--- config.mk ---
export PLATFORM = sky130hd
export DESIGN_NAME = setpoint_panel_register_map
export DESIGN_NICKNAME = d
export VERILOG_FILES = /design/src/setpoint_panel_register_map.v
export VERILOG_INCLUDE_DIRS = /design/src
export SDC_FILE = /design/constraint.sdc
export NUM_CORES = 2
export LEC_CHECK = 0
export ABC_AREA = 0
export BUFFER_PORTS_ARGS = -buffer_cell sky130_fd_sc_hd__clkbuf_2
export CAP_MARGIN = 20
export CORE_AREA = 8 8 318 320
export CTS_BUF_LIST = sky130_fd_sc_hd__clkbuf_4
export DETAILED_ROUTE_END_ITERATION = 7
export DIE_AREA = 0 0 326 328
export PLACE_DENSITY_LB_ADDON = 0.1
export SLEW_MARGIN = 30
export SYNTH_ARGS = -nofsm -noshare
export SYNTH_HDL_FRONTEND = slang
export SYNTH_SLANG_ARGS = --single-unit
--- constraint.sdc ---
create_clock -name i_clk_sys -period 27.7 [get_ports i_clk_sys]
set_input_delay 1.385 -clock i_clk_sys [delete_from_list [all_inputs] [get_ports i_clk_sys]]
set_output_delay 1.385 -clock i_clk_sys [all_outputs]
set_load 0.01 [all_outputs]
--- src/setpoint_panel_defines.vh ---
// constants for the setpoint panel register bank
`ifndef SETPOINT_PANEL_DEFINES_VH
`define SETPOINT_PANEL_DEFINES_VH

// word groups, decoded from byte address bits [7:5]
`define GRP_DATA 3'h0
`define GRP_CFG 3'h1
`define GRP_LO 3'h2
`define GRP_HI 3'h3
`define GRP_MISC 3'h4

// word indices inside the data group (base plus n)
`define IDX_FORCE_DATA 3'h6
`define IDX_FORCE_CTRL 3'h7
`define LAST_POINT 3'h5

// word indices inside the misc group
`define SUB_CTRL 3'h0
`define SUB_BASE 3'h1
`define SUB_STAT 3'h2

// force control word fields
`define FC_FLAG 15
`define FC_SEL_HI 5

// per point configuration word fields
`define CFG_SETPT 0
`define CFG_BCD 1
`define CFG_DIG_LO 2
`define CFG_DIG_HI 3

// control word fields
`define CTRL_FORCE_EN 0

// value limits and reset values
`define VAL_MAX 16'h270F
`define LIM_LO_RST 16'h0000
`define LIM_HI_RST 16'h270F
`define CFG_RST 4'h0
`define BASE_RST 16'h0000
`define WORD_ZERO 16'h0000

`endif

--- src/setpoint_panel_register_map.v ---
// register bank shared between a setpoint panel and its host controller
`timescale 1ns/100ps
`include "setpoint_panel_defines.vh"

// How it works
// RULE1: host keeps at least eight contiguous words for the panel block
// RULE2: field point n sits at base word plus n minus one
// RULE3: host writes display point values; panel shows them
// RULE4: each point is display or setpoint, binary or BCD, with decimals
// RULE5: panel keeps writing every setpoint value into its word unasked
// RULE6: host loads force data at base plus six, then flag and selects
// RULE7: after a force the panel clears force data and control words
// RULE8: host writes the force command once and lets the panel clear it
// RULE9: a force completes well inside one second
// RULE10: host may poll both force words until they read zero
// RULE11: force commands act only when force is enabled
// RULE12: words are integer data file words of the host
// RULE13: force control holds a flag and six point select bits
// RULE14: values stay within 0..9999 and per point low/high limits
// RULE15: words are 16 bits; selects of display points are ignored
module setpoint_panel_register_map
(
  // clock and reset
  input wire i_clk_sys,
  input wire i_arst_n,
  // avalon-mm slave
  input wire [7:0] i_avs_address,
  input wire i_avs_read,
  input wire i_avs_write,
  input wire [31:0] i_avs_writedata,
  input wire [3:0] i_avs_byteenable,
  output reg [31:0] o_avs_readdata,
  output reg o_avs_waitrequest,
  // operator setpoint entry from panel logic
  input wire i_entry_valid,
  input wire [2:0] i_entry_point,
  input wire [15:0] i_entry_value,
  // display scan towards the digit driver
  output reg [2:0] o_disp_point,
  output reg [15:0] o_disp_value,
  output reg o_disp_bcd,
  output reg [1:0] o_disp_digits,
  output reg o_disp_setpoint,
  // force completion pulse
  output reg o_force_done
);

  // ------------------------------------------------------------
  // functions
  // ------------------------------------------------------------

  // byte-lane merge of a 16-bit word
  function [15:0] be_merge;
    input [15:0] old_w;
    input [15:0] new_w;
    input [1:0] be;
    begin
      be_merge = old_w;
      if (be[0])
        be_merge[7:0] = new_w[7:0];
      if (be[1])
        be_merge[15:8] = new_w[15:8];
    end
  endfunction

  // four bcd digits to binary; bad digits are left for the clamp
  function [15:0] bcd2bin;
    input [15:0] d;
    begin
      bcd2bin = (({12'h000, d[15:12]} * 16'h03E8)
        + ({12'h000, d[11:8]} * 16'h0064)
        + ({12'h000, d[7:4]} * 16'h000A)
        + {12'h000, d[3:0]});
    end
  endfunction

  // binary (0..9999) to four bcd digits by shift and add three
  function [15:0] bin2bcd;
    input [15:0] b;
    integer k;
    reg [29:0] s;
    begin
      s = {16'h0000, b[13:0]};
      for (k = 0; k < 14; k = k + 1)
      begin
        if (s[17:14] > 4'h4)
          s[17:14] = s[17:14] + 4'h3;
        if (s[21:18] > 4'h4)
          s[21:18] = s[21:18] + 4'h3;
        if (s[25:22] > 4'h4)
          s[25:22] = s[25:22] + 4'h3;
        if (s[29:26] > 4'h4)
          s[29:26] = s[29:26] + 4'h3;
        s = {s[28:0], 1'b0};
      end
      bin2bcd = s[29:14];
    end
  endfunction

  // keep a value inside the point limits and the 0..9999 range
  function [15:0] clamp;
    input [15:0] v;
    input [15:0] lo;
    input [15:0] hi;
    begin
      clamp = v;
      if (clamp > hi)
        clamp = hi;
      if (clamp < lo)
        clamp = lo;
      if (clamp > `VAL_MAX)
        clamp = `VAL_MAX; // see RULE14
    end
  endfunction

  // ------------------------------------------------------------
  // storage
  // ------------------------------------------------------------

  reg [15:0] data_q [0:7];  // base plus 0..7, 16-bit words (see RULE15)
  reg [3:0] cfg_q [0:5];
  reg [15:0] lo_q [0:5];
  reg [15:0] hi_q [0:5];
  reg [15:0] sp_q [0:5];   // setpoints held in binary
  reg force_en_q;
  reg [15:0] base_q;
  reg [15:0] force_cnt_q;
  reg [2:0] scan_q;
  reg [15:0] rd_d;
  integer cfg_n;
  integer sp_n;
  integer word_n;

  wire [2:0] grp = i_avs_address[7:5];
  wire [2:0] sub = i_avs_address[4:2]; // see RULE12
  wire pt_ok = (sub <= `LAST_POINT);
  wire wr_go = i_avs_write & ~o_avs_waitrequest;
  wire [1:0] be = i_avs_byteenable[1:0];
  wire [15:0] wd = i_avs_writedata[15:0];

  // a force runs only with the option on and the flag set
  wire force_go = force_en_q & data_q[`IDX_FORCE_CTRL][`FC_FLAG]; // see RULE11

  // host write landing on a force word in the clearing cycle wins
  wire host_fd = wr_go & (grp == `GRP_DATA) & (sub == `IDX_FORCE_DATA);
  wire host_fc = wr_go & (grp == `GRP_DATA) & (sub == `IDX_FORCE_CTRL);

  // ------------------------------------------------------------
  // bus slave
  // ------------------------------------------------------------

  // read mux; unmapped words read as zero
  always @*
  begin
    rd_d = `WORD_ZERO;
    case (grp)
      `GRP_DATA:
        rd_d = data_q[sub];
      `GRP_CFG:
        rd_d = pt_ok ? {12'h000, cfg_q[sub]} : `WORD_ZERO;
      `GRP_LO:
        rd_d = pt_ok ? lo_q[sub] : `WORD_ZERO;
      `GRP_HI:
        rd_d = pt_ok ? hi_q[sub] : `WORD_ZERO;
      `GRP_MISC:
        case (sub)
          `SUB_CTRL:
            rd_d = {15'h0000, force_en_q};
          `SUB_BASE:
            rd_d = base_q;
          `SUB_STAT:
            rd_d = force_cnt_q;
          default:
            rd_d = `WORD_ZERO;
        endcase
      default:
        rd_d = `WORD_ZERO;
    endcase
  end

  // one wait cycle per access; waitrequest idles high
  always @(posedge i_clk_sys or negedge i_arst_n)
  begin
    if (!i_arst_n)
    begin
      o_avs_waitrequest <= 1'b1;
      o_avs_readdata <= 32'h00000000;
    end
    else if ((i_avs_read | i_avs_write) & o_avs_waitrequest)
    begin
      o_avs_waitrequest <= 1'b0;
      if (i_avs_read)
        o_avs_readdata <= {16'h0000, rd_d};
    end
    else
      o_avs_waitrequest <= 1'b1;
  end

  // ------------------------------------------------------------
  // configuration words
  // ------------------------------------------------------------

  // type, format and decimals per point, plus limits (see RULE4)
  always @(posedge i_clk_sys or negedge i_arst_n)
  begin
    if (!i_arst_n)
    begin
      for (cfg_n = 0; cfg_n < 6; cfg_n = cfg_n + 1)
      begin
        cfg_q[cfg_n] <= `CFG_RST;
        lo_q[cfg_n] <= `LIM_LO_RST;
        hi_q[cfg_n] <= `LIM_HI_RST;
      end
      force_en_q <= 1'b0;
      base_q <= `BASE_RST;
    end
    else if (wr_go)
    begin
      if (grp == `GRP_CFG && pt_ok && be[0])
        cfg_q[sub] <= wd[3:0];
      if (grp == `GRP_LO && pt_ok)
        lo_q[sub] <= be_merge(lo_q[sub], wd, be); // see RULE14
      if (grp == `GRP_HI && pt_ok)
        hi_q[sub] <= be_merge(hi_q[sub], wd, be); // see RULE14
      if (grp == `GRP_MISC && sub == `SUB_CTRL && be[0])
        force_en_q <= wd[`CTRL_FORCE_EN]; // see RULE11
      if (grp == `GRP_MISC && sub == `SUB_BASE)
        base_q <= be_merge(base_q, wd, be); // see RULE2
    end
  end

  // ------------------------------------------------------------
  // setpoints
  // ------------------------------------------------------------

  // force beats operator entry in the same cycle; values are clamped
  always @(posedge i_clk_sys or negedge i_arst_n)
  begin
    if (!i_arst_n)
    begin
      for (sp_n = 0; sp_n < 6; sp_n = sp_n + 1)
        sp_q[sp_n] <= `WORD_ZERO;
    end
    else if (force_go)
    begin
      // selects of display points are dropped (see RULE15)
      for (sp_n = 0; sp_n <= `FC_SEL_HI; sp_n = sp_n + 1)
        if (data_q[`IDX_FORCE_CTRL][sp_n] && cfg_q[sp_n][`CFG_SETPT])
          sp_q[sp_n] <= clamp(cfg_q[sp_n][`CFG_BCD] ?
            bcd2bin(data_q[`IDX_FORCE_DATA]) :
            data_q[`IDX_FORCE_DATA], lo_q[sp_n], hi_q[sp_n]); // see RULE13
    end
    else if (i_entry_valid && i_entry_point <= `LAST_POINT)
    begin
      if (cfg_q[i_entry_point][`CFG_SETPT])
        sp_q[i_entry_point] <= clamp(i_entry_value,
          lo_q[i_entry_point], hi_q[i_entry_point]); // see RULE14
    end
  end

  // ------------------------------------------------------------
  // shared words and scan
  // ------------------------------------------------------------

  // scan one point per cycle, so every setpoint is refreshed every
  // six cycles; host writes land last and win over panel updates
  always @(posedge i_clk_sys or negedge i_arst_n)
  begin
    if (!i_arst_n)
    begin
      for (word_n = 0; word_n < 8; word_n = word_n + 1)
        data_q[word_n] <= `WORD_ZERO;
      scan_q <= 3'h0;
      force_cnt_q <= `WORD_ZERO;
      o_force_done <= 1'b0;
    end
    else
    begin
      scan_q <= (scan_q == `LAST_POINT) ? 3'h0 : scan_q + 3'h1;
      if (cfg_q[scan_q][`CFG_SETPT])
        data_q[scan_q] <= cfg_q[scan_q][`CFG_BCD] ?
          bin2bcd(sp_q[scan_q]) : sp_q[scan_q]; // see RULE5
      // completion is one cycle after the flag shows (see RULE9)
      o_force_done <= force_go;
      if (force_go)
      begin
        data_q[`IDX_FORCE_DATA] <= `WORD_ZERO; // see RULE7
        data_q[`IDX_FORCE_CTRL] <= `WORD_ZERO; // see RULE7
        force_cnt_q <= force_cnt_q + 16'h0001;
      end
      // display words come only from the host (see RULE3)
      if (wr_go && grp == `GRP_DATA)
        data_q[sub] <= be_merge(data_q[sub], wd, be); // see RULE2
      if (force_go && host_fd)
        data_q[`IDX_FORCE_DATA] <= be_merge(`WORD_ZERO, wd, be);
      if (force_go && host_fc)
        data_q[`IDX_FORCE_CTRL] <= be_merge(`WORD_ZERO, wd, be);
    end
  end

  // display outputs follow the scan, raw word plus its format
  always @(posedge i_clk_sys or negedge i_arst_n)
  begin
    if (!i_arst_n)
    begin
      o_disp_point <= 3'h0;
      o_disp_value <= `WORD_ZERO;
      o_disp_bcd <= 1'b0;
      o_disp_digits <= 2'h0;
      o_disp_setpoint <= 1'b0;
    end
    else
    begin
      o_disp_point <= scan_q;
      o_disp_value <= data_q[scan_q]; // see RULE3
      o_disp_bcd <= cfg_q[scan_q][`CFG_BCD]; // see RULE4
      o_disp_digits <= cfg_q[scan_q][`CFG_DIG_HI:`CFG_DIG_LO];
      o_disp_setpoint <= cfg_q[scan_q][`CFG_SETPT];
    end
  end

endmodule

==> results.sh <==
export IMPL_status="completed"
export IMPL_syn_cell_area_um2=42730
export IMPL_htreeDepth=4
export IMPL_leakage_nw=21.42
export IMPL_fin_setup_tns_ns=0
export IMPL_peakVddDrop_uv=341.3
export IMPL_post_cts_resized=0
export IMPL_path_buf_inv=7
export IMPL_cts_sinks=517
export IMPL_synth_cells=4792
export IMPL_cp_slowest_cell="o21ai_1"
export IMPL_fmax_ghz=0.07682
export IMPL_drt_iter0_markers=4383
export IMPL_synth_avg_cell_area_um2=8.917
export IMPL_cp_common_cell="ha_1"
export IMPL_place_inst=5989
export IMPL_post_cts_buffers=0
export IMPL_synth_edf_count=0
export IMPL_row_count=114
export IMPL_via_per_inst=6.342
export IMPL_io_buffers=88
export IMPL_core_area_um2=95990
export IMPL_totalWireLength_mm=176.3
export IMPL_postRouteAntennaNets=0
export IMPL_async_flop_share=1.000
export IMPL_place_area_um2=44650
export IMPL_synth_cell_types=122
export IMPL_ys_warn_count=0
export IMPL_cts_tree="yes"
export IMPL_critical_path_required_ns=28.60
export IMPL_crit_family="compound AO/OA/AOI/OAI gates"
export IMPL_grt_usage=0.3201
export IMPL_synth_main_ff_cell="dfrtp_1"
export IMPL_fin_area_um2=46770
export IMPL_power_w=0.005387
export IMPL_hpwl_mm=133.1
export IMPL_period_needed_ns=13.02
export IMPL_drive_above_1_share=0.1998
export IMPL_period_share=0.4700
export IMPL_synth_seq_cells=517
export IMPL_grt_max_degree=97
export IMPL_final_cells=6273
export IMPL_pin_count=125
export IMPL_dieArea_um2=106900
export IMPL_regToRegSetupSlack_ns=14.68
export IMPL_hold_viol=0
export IMPL_rsz0062_at_grt="no"
export IMPL_regToRegStartpoint="scan_q[0]$_DFF_PN0_"
export IMPL_cts_hold_fix_buffers=0
export IMPL_clk_pin_slew_ns=0.06
export IMPL_grt_pass1_wl_mm=257.4
export IMPL_grt_overflow_total=0
export IMPL_die_x_um=326
export IMPL_fp_dieH_um=328
export IMPL_place_congestion=0.9851
export IMPL_end_kind="flop"
export IMPL_tightest_slew_ns=1.079
export IMPL_finClkSkew_ns=0.08581
export IMPL_multi_input_area_um2=27550
export IMPL_cts_root_buffer="clkbuf_4"
export IMPL_vias=39780
export IMPL_fin_nets=5254
export IMPL_cts_made_buffers=153
export IMPL_seqCellArea_um2=13010
export IMPL_grt_pass1_vias=38020
export IMPL_hold_path_class="input port to async pin"
export IMPL_ys_seq_area_frac=0.3042
export IMPL_syn2layout_area_growth_pct=9.452
export IMPL_ctsLongestPathBuffers=3
export IMPL_grt_antenna_before_repair=11
export IMPL_path_max_fanout=25
export IMPL_critPathLaunchType="flop"
export IMPL_routedWlPerCell_um=28.11
export IMPL_fill_cells=9315
export IMPL_start_util=0.4452
export IMPL_power_density_nw_per_um2=115.2
export IMPL_slew_headroom=0.2782
export IMPL_cp_slowest_stage_delay_ns=0.77
export IMPL_dr_pass1_iters=6
export IMPL_worstPathArrival_ns=13.92
export IMPL_maxCapViolCount=0
export IMPL_insertion_delay_ns=1.06
export IMPL_drc=0
export IMPL_critPathLaunch="scan_q[0]$_DFF_PN0_"
export IMPL_setup_viol=0
export IMPL_critPathKind="flop to flop"
export IMPL_drv_slew=0
through the flow:
step	utilization	hold WS, ns	worst slack, ns
3_3_place_gp	0.4649	0.4556	14.96
2_1_floorplan	-	0.3519	16.33
4_1_cts	0.4866	0.3196	14.82
3_5_place_dp	0.4651	0.4615	14.91
6_report	0.4872	0.3489	14.68
5_1_grt	0.4871	0.3724	13.52
power breakdown:
part           switching [W]  internal (W)  total (W)
combinational        0.00223       0.00144    0.00367
clock               0.000380      0.000426   0.000806
sequential         0.0000717      0.000838   0.000909
total                0.00268       0.00271    0.00539
synthesized netlist by cell type (46+ instances only):
cell type  count  area [um2]
mux2_2       240        2703
nand2_1      464        1742
xnor2_1       46       402.9
a22oi_1       75       563.0
a21o_1        65       488.0
a21oi_1      300        1501
o21a_1        98       735.7
nand3_1      143       715.7
mux4_2       119        2680
nor3_1        68       340.3
mux2i_1      158        1582
dfrtp_1      468       11710
nor2_1       368        1381
o22ai_1       57       356.6
clkbuf_1     230       863.3
o21ai_0      377        1887
a31oi_1       54       337.8
dfstp_2       49        1287
inv_1        318        1194
ha_1         300        3754
per-layer routing:
layer,vias up,global-route usage,part of all wire
li1,17870,-,-
met1,19560,0.4254,0.41
met2,1904,0.4876,0.44
met3,437,0.06427,0.086
met4,2,0.1772,0.062
met5,-,0,0.000074
area by class of cell:
class / count / share of cell area
multi-input cells: 3673 / 0.5890
flip-flops and latches: 517 / 0.2781
clock buffers: 222 / 0.03563
well taps: 1276 / 0.03413
repair buffers: 201 / 0.02825
inverters: 323 / 0.02592
clock inverters: 54 / 0.008534
diodes: 7 / 0.0003745
worst paths after layout:
kind / endpoint / cells after the start
max: data_q[38]$_DFF_PN0_ / 46
min: o_disp_value[10]$_DFF_PN0_ / 1
max reg2reg: data_q[38]$_DFF_PN0_ / 46
min reg2reg: sp_q[57]$_DFFE_PN0P_ / 1
max in group asynchronous: lo_q[90]$_DFFE_PN0P_ / 3
min in group i_clk_sys: sp_q[57]$_DFFE_PN0P_ / 1
worst register-to-register path, delay by kind of cell (launching register included):
kind                       cells  cell delay (ns)
AOI/OAI and AO/OA             13             4.41
buffers and inverters          7             1.22
muxes                          4             1.18
DFF                            1             0.58
xor gates and xnor gates       5             1.49
adders and majority gates     11             2.69
and+or+nand+nor                6             1.31
cell usage in the layout (no fill, tap or decap), types with 49 or more instances in the layout:
cell type | Yosys | layout
nor2_1 | 368 | 363
o21ai_0 | 377 | 376
mux4_2 | 119 | 119
mux2_2 | 240 | 240
buf_4 | 16 | 111
clkbuf_2 | 0 | 84
ha_1 | 300 | 300
a22oi_1 | 75 | 72
dfstp_2 | 49 | 49
dfrtp_1 | 468 | 465
nand2_1 | 464 | 464
nand3_1 | 143 | 142
o21a_1 | 98 | 98
clkbuf_4 | 0 | 223
a21oi_1 | 300 | 293
a31oi_1 | 54 | 52
a21o_1 | 65 | 65
mux2i_1 | 158 | 158
inv_1 | 318 | 318
nor3_1 | 68 | 66
o22ai_1 | 57 | 57
state kept, by name, indices dropped and copies added, names as in the netlist:
register           count
sp_q                  96
data_q               128
lo_q                  96
cfg_q                 24
o_disp_point           3
o_disp_digits          2
o_avs_readdata        16
o_disp_value          16
force_cnt_q           16
scan_q                 3
base_q                16
force_en_q             1
o_disp_bcd             1
o_disp_setpoint        1
hi_q                  96
o_force_done           1
o_avs_waitrequest      1
logic make-up after synthesis:
family                     count (synthesis)  synth area share
AOI/OAI and AO/OA                       1445            0.2269
xor gates and xnor gates                  59           0.01280
adders and majority gates                317           0.09580
buffers and inverters                    617           0.05584
DFF                                      517            0.3042
muxes                                    520            0.1640
other                                      1        0.00008776
and+or+nand+nor                         1316            0.1404
Power figures use the tool's default switching activity.
